**config.mk**
```make
export PLATFORM = sky130hd
export DESIGN_NAME = dslc_slice
export DESIGN_NICKNAME = d
export VERILOG_FILES = /design/src/shared/dslc_pkg.sv /design/src/hw/dslc_slice.sv
export SDC_FILE = /design/constraint.sdc
export NUM_CORES = 1
export LEC_CHECK = 0
export ABC_AREA = 1
export ABC_CLOCK_PERIOD_IN_PS = 2300
export BUFFER_PORTS_ARGS = -buffer_cell sky130_fd_sc_hd__buf_2
export CAP_MARGIN = 10
export CELL_PAD_IN_SITES_DETAIL_PLACEMENT = 1
export CELL_PAD_IN_SITES_GLOBAL_PLACEMENT = 1
export CORE_UTILIZATION = 43
export DETAILED_ROUTE_END_ITERATION = 10
export PLACE_DENSITY = 0.81
export SETUP_SLACK_MARGIN = 0.02
export SLEW_MARGIN = 10
export SYNTH_ARGS = -nofsm -noshare
export SYNTH_HDL_FRONTEND = slang
export SYNTH_SLANG_ARGS = --single-unit
```
**constraint.sdc**
```tcl
create_clock -name clock -period 2.3 [get_ports clock]
set_clock_uncertainty 0.05 [all_clocks]
set_input_delay 0.23 -clock clock [delete_from_list [all_inputs] [get_ports clock]]
set_output_delay 0.23 -clock clock [all_outputs]
set_load 0.1 [all_outputs]
```
**src/shared/dslc_pkg.sv**
```systemverilog
// Overview of operation
// - code 000 deciphers, 100 enciphers, 16 cycles
// - low bits 01 key, 10 data, 11 wait
// - chain high in data load: XOR inputs, outputs
// - chaining XOR rides the result shift-out edges
// - transmitter XORs block with prior result, encrypts
// - key and data move on rising edges only
// - key load forces data registers to ones
// - previous result out as next block shifts in
// - key rotates left encipher, right decipher
`default_nettype none
package dslc_pkg;

  // ---------------------------------------------------------------
  // function select codes
  // ---------------------------------------------------------------
  localparam logic [2:0] DSLC_CODE_DECIPHER = 3'h0;
  localparam logic [2:0] DSLC_CODE_ENCIPHER = 3'h4;
  localparam logic [1:0] DSLC_LOW_CIPHER    = 2'h0;
  localparam logic [1:0] DSLC_LOW_KEY       = 2'h1;
  localparam logic [1:0] DSLC_LOW_DATA      = 2'h2;
  localparam logic [1:0] DSLC_LOW_WAIT      = 2'h3;

  // ---------------------------------------------------------------
  // widths, counts and reset values
  // ---------------------------------------------------------------
  localparam int         DSLC_BYTE_W       = 8;
  localparam int         DSLC_KEY_W        = 32;
  localparam logic [4:0] DSLC_CIPHER_CYCLES = 5'h10;
  localparam logic [4:0] DSLC_LOAD_CYCLES   = 5'h08;
  localparam logic [7:0] DSLC_DATA_ONES     = 8'hFF;
  localparam logic [7:0] DSLC_DATA_RESET    = 8'h00;
  localparam logic [31:0] DSLC_KEY_RESET    = 32'h0000_0000;
  localparam logic [4:0] DSLC_COUNT_RESET   = 5'h00;

  typedef enum {
    DSLC_OP_DECIPHER,
    DSLC_OP_ENCIPHER,
    DSLC_OP_KEY_LOAD,
    DSLC_OP_DATA_LOAD,
    DSLC_OP_WAIT
  } dslc_op_e;

endpackage
`default_nettype wire
```
**src/hw/dslc_slice.sv**
```systemverilog
`default_nettype none
module dslc_slice
  import dslc_pkg::*;
#(
  parameter logic [7:0] SLICE_MASK = 8'h5A
) (
  input  wire logic       clock,
  input  wire logic       reset_n,
  input  wire logic [2:0] functionSelect,
  input  wire logic [1:0] dataIn,
  input  wire logic       chainEnable,
  input  wire logic [3:0] keyIn,
  input  wire logic [7:0] permIn,
  input  wire logic       expandX,
  input  wire logic       expandY,
  output logic      [1:0] dataOut,
  output logic      [7:0] permOut,
  output logic            expandOutX,
  output logic            expandOutY,
  output logic            opDone
);

  // ---------------------------------------------------------------
  // decode
  // ---------------------------------------------------------------
  dslc_op_e op;

  // top bit matters only for the two cipher codes
  always_comb begin
    case (functionSelect[1:0])
      DSLC_LOW_KEY:  op = DSLC_OP_KEY_LOAD;
      DSLC_LOW_DATA: op = DSLC_OP_DATA_LOAD;
      DSLC_LOW_WAIT: op = DSLC_OP_WAIT;
      DSLC_LOW_CIPHER: begin
        if (functionSelect == DSLC_CODE_ENCIPHER) begin
          op = DSLC_OP_ENCIPHER;
        end else begin
          op = DSLC_OP_DECIPHER;
        end
      end
      default: op = DSLC_OP_WAIT;
    endcase
  end

  // ---------------------------------------------------------------
  // state
  // ---------------------------------------------------------------
  logic [7:0]  leftByte;
  logic [7:0]  rightByte;
  logic [31:0] keyReg;
  logic [4:0]  cycleCount;
  logic [2:0]  lastSelect;
  logic [7:0]  next_leftByte;
  logic [7:0]  next_rightByte;
  logic [31:0] next_keyReg;
  logic [1:0]  loadBits;
  logic [1:0]  chainedBits;
  logic [7:0]  roundF;

  // chaining XOR uses the bits being shifted out this same edge
  assign chainedBits = dataIn ^ dataOut;
  assign loadBits    = chainEnable ? chainedBits : dataIn;
  assign dataOut     = {leftByte[7], rightByte[7]};

  // permutation from the siblings closes the round in this cycle
  assign roundF = permIn;

  // data bytes: swap in cipher rounds, serial shift in data load, all ones in key load
  always_comb begin
    next_leftByte  = leftByte;
    next_rightByte = rightByte;
    case (op)
      DSLC_OP_ENCIPHER: begin
        next_leftByte  = rightByte;
        next_rightByte = leftByte ^ roundF;
      end
      DSLC_OP_DECIPHER: begin
        next_leftByte  = rightByte;
        next_rightByte = leftByte ^ roundF;
      end
      DSLC_OP_KEY_LOAD: begin
        next_leftByte  = DSLC_DATA_ONES;
        next_rightByte = DSLC_DATA_ONES;
      end
      DSLC_OP_DATA_LOAD: begin
        next_leftByte  = {leftByte[6:0], loadBits[1]};
        next_rightByte = {rightByte[6:0], loadBits[0]};
      end
      DSLC_OP_WAIT: begin
        next_leftByte  = leftByte;
        next_rightByte = rightByte;
      end
      default: begin
        next_leftByte  = leftByte;
        next_rightByte = rightByte;
      end
    endcase
  end

  // one key bit enters the low end of each key byte per load edge
  always_comb begin
    next_keyReg = keyReg;
    case (op)
      DSLC_OP_ENCIPHER: next_keyReg = {keyReg[30:0], keyReg[31]};
      DSLC_OP_DECIPHER: next_keyReg = {keyReg[0], keyReg[31:1]};
      DSLC_OP_KEY_LOAD: next_keyReg = {keyReg[30:24], keyIn[3], keyReg[22:16], keyIn[2],
                                       keyReg[14:8], keyIn[1], keyReg[6:0], keyIn[0]};
      DSLC_OP_WAIT:     next_keyReg = keyReg;
      default:          next_keyReg = keyReg;
    endcase
  end

  // ---------------------------------------------------------------
  // round function toward the siblings
  // ---------------------------------------------------------------
  // stand-in substitution; the real tables differ per slice
  function automatic logic [3:0] subst(input logic [5:0] addr);
    logic [3:0] mixed;
    mixed = addr[4:1] ^ {addr[0], addr[5], addr[2], addr[3]};
    subst = {mixed[2:0], mixed[3]} ^ SLICE_MASK[3:0];
  endfunction

  logic [5:0] addrA;
  logic [5:0] addrB;

  // computed from next state so the registered outputs match the round
  assign addrA = {expandX, next_rightByte[7:3]} ^ next_keyReg[5:0];
  assign addrB = {next_rightByte[4:0], expandY} ^ next_keyReg[21:16];

  always_ff @(posedge clock) begin
    if (!reset_n) begin
      permOut <= DSLC_DATA_RESET;
    end else begin
      permOut <= {subst(addrA), subst(addrB)} ^ SLICE_MASK;
    end
  end

  // edge bits for the neighbours come straight from the new right byte
  always_ff @(posedge clock) begin
    if (!reset_n) begin
      expandOutX <= 1'b0;
      expandOutY <= 1'b0;
    end else begin
      expandOutX <= next_rightByte[0];
      expandOutY <= next_rightByte[7];
    end
  end

  // ---------------------------------------------------------------
  // data and key registers
  // ---------------------------------------------------------------
  always_ff @(posedge clock) begin
    if (!reset_n) begin
      leftByte  <= DSLC_DATA_RESET;
      rightByte <= DSLC_DATA_RESET;
    end else begin
      leftByte  <= next_leftByte;
      rightByte <= next_rightByte;
    end
  end

  always_ff @(posedge clock) begin
    if (!reset_n) begin
      keyReg <= DSLC_KEY_RESET;
    end else begin
      keyReg <= next_keyReg;
    end
  end

  // ---------------------------------------------------------------
  // operation length tracking
  // ---------------------------------------------------------------
  // counts restart on any code change; wait never completes
  logic [4:0] opLength;

  always_comb begin
    case (op)
      DSLC_OP_ENCIPHER:  opLength = DSLC_CIPHER_CYCLES;
      DSLC_OP_DECIPHER:  opLength = DSLC_CIPHER_CYCLES;
      DSLC_OP_KEY_LOAD:  opLength = DSLC_LOAD_CYCLES;
      DSLC_OP_DATA_LOAD: opLength = DSLC_LOAD_CYCLES;
      default:           opLength = DSLC_COUNT_RESET;
    endcase
  end

  logic selectChanged;
  logic lastCycle;

  // a fresh code restarts the count even if the operation is the same
  assign selectChanged = functionSelect != lastSelect;
  assign lastCycle     = cycleCount == opLength;

  // reset to the wait code so the first real code counts as a change
  always_ff @(posedge clock) begin
    if (!reset_n) begin
      lastSelect <= {1'b0, DSLC_LOW_WAIT};
    end else begin
      lastSelect <= functionSelect;
    end
  end

  always_ff @(posedge clock) begin
    if (!reset_n) begin
      cycleCount <= DSLC_COUNT_RESET;
    end else if (selectChanged || lastCycle) begin
      cycleCount <= 5'h01;
    end else begin
      cycleCount <= cycleCount + 5'h01;
    end
  end

  // pulse on the edge that completes the last cycle of the operation
  always_ff @(posedge clock) begin
    if (!reset_n) begin
      opDone <= 1'b0;
    end else begin
      opDone <= (opLength != DSLC_COUNT_RESET) &&
                ((selectChanged && opLength == 5'h01) ||
                 (!selectChanged && cycleCount + 5'h01 == opLength));
    end
  end

endmodule // dslc_slice
`default_nettype wire

```
### Word-level counts from Yosys, hierarchy flattened

Index checks and enable logic that the tools add are counted.

* logic and storage cells: 55
* output and inout port bits: 13
* bits of input ports: 22
* flip-flop bits (word level): 67

* reduce and logical (&&, ||, !) cells: 14
* multiplexer cells: 8
* add/subtract/negate cells: 1
* equal/unequal tests: 11
* bitwise gates (word level): 10

Operators with widths (number)
* $pmux 32 s4: 1
* $pmux 32 s3: 1
* $eq 32x2->1 const B: 2
* $pmux 8 s3: 2
* $eq 32x1->1 const B: 1
* $logic_not 32->1: 1
* $xor 6x6->6: 2
* $eq 5x5->1: 2
* $pmux 5 s2: 1
* $xor 4x4->4: 2
* $xor 8x8->8: 1
* $reduce_bool 3->1: 2
* $reduce_or 2->1: 3
* $add 5x1->5 const B: 1
* $eq 5x1->1 const B: 1
* $reduce_bool 5->1: 1
* $eq 2x2->1 const B: 2
* $not 2->2: 2
* $not 4->4: 1
* $eq 3x3->1 const B: 1
* $logic_and 1x1->1: 3
* $ne 3x3->1: 1
* $eq 2x1->1 const B: 1
* $logic_not 2->1: 1
* other kinds (6): 8

### Depth between registers and ports, before layout

* word-level depth: 10
* gate-level depth with buffers: 16
* gate-level depth less buffers: 15

### Least setup slack after synthesis

OpenSTA, ideal clock, no wires.

* path type: register -> register
* from: reg expandOutY (netlist name)
* to: reg permOut[1]
* clock period less this slack: 1.892 ns
* data required time: 2.137 ns
* slack: 0.408 ns
* stages on the path, launching flop included: 10
* arrival: 1.729 ns
* path buffers: 0
* library setup time: 0.113 ns
* cell sequence: dfxtp_1 nand3_1 nand2_1 nor2_1 o21bai_1 nand3_1 nand2_1 nand2_1 nand2_1 nor2_1

RTL lines
* to (signal assigned): RTL line dslc_slice.sv:134 `permOut <= {subst(addrA), subst(addrB)} ^ SLICE_MASK;`
* to (decl): RTL line dslc_slice.sv:17 `output logic [7:0] permOut,`

### Worst setup path after layout

* from: in functionSelect[0]
* to: reg permOut[5]

* longest elaborated chain between the ends: 9

RTL lines
* from (decl): RTL line dslc_slice.sv:9 `input wire logic [2:0] functionSelect,`
* $eq 3x3->1: RTL line dslc_slice.sv:35 `if (functionSelect == DSLC_CODE_ENCIPHER) begin`
* $mux 1: RTL line dslc_slice.sv:35
* $pmux 32 s4 *: RTL line dslc_slice.sv:30 `case (functionSelect[1:0])`
* $eq 32x1->1 / $logic_not 32->1 (equally long branches): RTL line dslc_slice.sv:72, dslc_slice.sv:103
* $reduce_or 2->1 (no line)
* $pmux 8 s3: RTL line dslc_slice.sv:72 `case (op)`
* $xor 6x6->6 *: RTL line dslc_slice.sv:127 `assign addrA = {expandX, next_rightByte[7:3]} ^ next_keyReg[5:0];`
* $xor 4x4->4 *: RTL line dslc_slice.sv:119 `mixed = addr[4:1] ^ {addr[0], addr[5], addr[2], addr[3]};`
* $not 2->2 (no line) *

Mark *: on every way between the ends. The rest lies on a longest branch, timed or not. The select of a mux whose other input is x is not followed.
A chain may end at the register's enable or synchronous reset.

==> impl_summary.txt <==
----------------------------------------------------
[Clock tree]
  CTS tree ... built
  Number of sinks driven by the clock tree ... 64
  Post-cts gate resize count ... 0
  Clk Tree Root Cell ... sky130_fd_sc_hd__clkbuf_8
  Number of buffers created by CTS ... 9
  Post-CTS setup buffers ... 0
  Clock edge transition at the registers on the reported setup and hold paths ... 0.07 ns
  Number of levels the H-tree was split into ... 3
  Clock buffer depth ... 2
  Number of buffers added to fix hold violations after cts ... 0
  Clock latency on the worst-skew pair ... 0.35 ns

[Synthesis]
  Area contributors post-synth ... sky130_fd_sc_hd__dfxtp_1 36%, sky130_fd_sc_hd__nand2_1 13%, sky130_fd_sc_hd__nand3_1 8.2%
  Register bit total from synthesis ... 64
  Share of async-settable or async-resettable flops after synthesis ... 0
  EDFF count, synth ... 0
  Share of synthesized area occupied by flip-flops and latches ... 0.357
  Synthesized area per cell ... 6.97 µm²
  Syn Nets ... 546
  Gate Count Post-Synth ... 515
  Share of the synthesized area in the top cell type ... 0.357
  Netlist Area Pre-Place ... 0.00359 mm²
  Top post-synthesis cells by count ... 120 x sky130_fd_sc_hd__nand2_1, 64 x sky130_fd_sc_hd__dfxtp_1, 59 x sky130_fd_sc_hd__nand3_1
  Count leader, synth ... sky130_fd_sc_hd__nand2_1
  Yosys warnings ... 0
  Distinct cell type count of the synthesized netlist ... 32
  Largest area contributor in the synthesized netlist ... sky130_fd_sc_hd__dfxtp_1
  Dominant register cell in the synthesized netlist ... sky130_fd_sc_hd__dfxtp_1

[STA]
  Number of setup violations in the final report ... 0
  Highest attainable clock frequency ... 554 MHz
  Number of pins with negative max-slew slack in the final report ... 0
  Min cycle time layout ... 1.80 ns
  Max-slew headroom at the worst pin ... 0.621
  Total Neg Setup Slack ... 0 ns
  Setup repair after global routing missed its margin ... false
  Count of final hold-check violations ... 0
  Share of the cycle needed by the critical path after routing ... 0.784
  Actual slew at the worst max-slew pin ... 0.566 ns

[Route]
  Count of antenna-violating nets left after detailed routing ... 0
  First-pass iteration count of the detailed router ... 4
  Final routed wirelength across all metal layers ... 10.4 mm
  Detailed-route via count ... 3573
  Detail-routed net length per standard cell ... 15.8 µm
  DR DRC count ... 0
  Number of DRC markers in iteration 0 ... 70
  Per-cell via count in the routed design ... 5.45

[Worst setup path]
  Critical setup path kind ... primary input to register
  Worst setup path startpoint ... functionSelect[0]
  Worst path bufs/invs ... 3
  Data arrival time of the critical path ... 2.00 ns
  CP top delay family ... simple AND/OR/NAND/NOR gates
  Crit-path slowest cell ... sky130_fd_sc_hd__ha_1
  Capturing element type of the critical path ... register
  Critical Path Start Type ... primary input
  List of cells traversed by the critical path ... buf_2 -> inv_1 -> ha_1 -> nand2_4 -> nand2_8 -> nand2_1 -> nand2_2 -> nand2_4 -> inv_4 -> nand2_1 -> nand2_1 -> nand2_1 -> nand2_1 -> nand2_1 -> nand2_1 -> nor2_1
  CP peak stage delay ... 0.26 ns
  Worst path most repeated cell ... sky130_fd_sc_hd__nand2_1
  Worst-path maximum fanout ... 25
  Startpoint of the worst-slack reg-to-reg timing path ... rightByte[3]
  WP data required ... 2.50 ns

[Floorplanning]
  Die Y-Extent ... 93.4 µm
  Die Wd ... 93.4 µm
  Placeable core area ... 0.00789 mm²
  Effective utilization at floorplan ... 0.455
  Number of primary I/O pins ... 35
  Die Footprint ... 0.00872 mm²
  Number of placement rows ... 32

[Global routing]
  Number of antenna violations at the first check in global routing ... 0
  Global-route wire length before repair ... 17.6 mm
  Maximum number of pins on one net before global-route repair ... 31
  Sum of overflow across all layers after global routing ... 0
  Total routing usage reported by global routing ... 0.261
  Vias in the first global route ... 3671

[Layout]
  Fraction of final layout cells with drive strength greater than 1 ... 0.157
  Fill cells ... 1055
  Post-route core utilization ... 0.517
  Layout Area Growth over Synthesis ... 13.6%
  Final Net Count ... 580
  Number of antenna cells inserted ... 0

[Outcome]
  Run status ... finished, final reports clean

[Placement]
  Count of buffers from port buffering ... 33
  Last weighted congestion value of the routability-driven placer ... 0.846
  Post-DP HPWL ... 7.67 mm

[Worst hold path]
  Startpoint of the tightest hold check path ... functionSelect[2]
  Classification of the worst-slack hold path ... primary input to register

[Power]
  Total power per unit cell area ... 768 mW/mm²
  Standby leakage power ... 1.83 nW
  Worst vdd rail ir drop ... 0.000312 V

[Job]
  Number of max-capacitance violations reported ... 0

----------------------------------------------------
final timing paths:
path | end | cells past startpoint | slack [ns]
max | permOut[5] | 16 | 0.50
min reg2reg | keyReg[10] | 2 | 0.43
min | lastSelect[2] | 3 | 0.09
max reg2reg | permOut[3] | 9 | 0.64
power by group:
group | total, mW | switching [mW] | internal [mW]
clock | 1.07 | 0.448 | 0.618
combinational | 0.795 | 0.577 | 0.218
sequential | 1.27 | 0.0691 | 1.20
stage by stage:
| stage | hold WS [ns] | cells | total power [mW] | cell area, µm² | setup slack (ns) |
|---|---|---|---|---|---|
| detailed placement | 0.433 | 640 | 2.09 | 3860 | 0.131 |
| global route | 0.116 | 656 | 3.29 | 4080 | 0.312 |
| floorplan | 0.208 | 515 | 1.89 | 3590 | 0.408 |
| CTS | 0.0839 | 656 | 3.15 | 4080 | 0.504 |
| finish | 0.0935 | 656 | 3.13 | 4080 | 0.496 |
| global placement | 0.425 | 640 | 2.06 | 3860 | 0.199 |
layer usage:
metal  share of wire  wire [µm]  track usage
met1            0.45       4700        0.310
met2            0.50       5200        0.474
met3           0.027        279       0.0350
met4           0.019        193       0.0987
met5               0          0            0
cells in the final DEF, fill, tap and decap left out, drive strengths merged:
cell    netlist  routed
inv          54      54
dfxtp        64      64
nor2         40      40
buf          16      50
nor3          2       2
a21oi        33      33
o21bai        1       1
a221oi        4       4
xor2         14      14
o22ai         2       2
o21ai        45      45
a211oi       12      12
clkbuf       11      14
clkinv        1       2
nand4        10      10
xnor2         2       2
ha            9       9
a31oi         8       8
conb          1       1
nand2       126     126
nand3        60      60
bufinv        0       1
worst register-to-register path: cells and delay by family (launching register included):
family                 cells  cell delay (ns)
buffers and inverters      2             0.16
AOI/OAI and AO/OA          2             0.56
DFF                        1             0.33
and+or+nand+nor            5             0.46
flip-flops by register name (all words and copies together), names as in the netlist, named ones only:
name / cells
expandOutY: 1
keyReg: 30
lastSelect: 3
opDone: 1
rightByte: 5
cycleCount: 5
permOut: 7
leftByte: 8
layout make-up:
type                    instances  area, µm²  area share
multi-input cells             369       1950       0.478
flip-flops and latches         64       1280       0.314
repair buffers                 50        293      0.0718
inverters                      55        209      0.0512
clock buffers                  14        183      0.0448
well taps                     102        128      0.0313
clock inverters                 2       35.0     0.00859
cell families after synthesis:
kind of cell,count (synthesis),share of synthesized area
compound gates,105,0.177
xor+xnor,16,0.0390
fa+ha+maj,9,0.0314
buf+inv,82,0.100
flops,64,0.357
other cells,1,0.00104
simple gates,238,0.294
No activity file was read; power rests on OpenSTA's default activity.
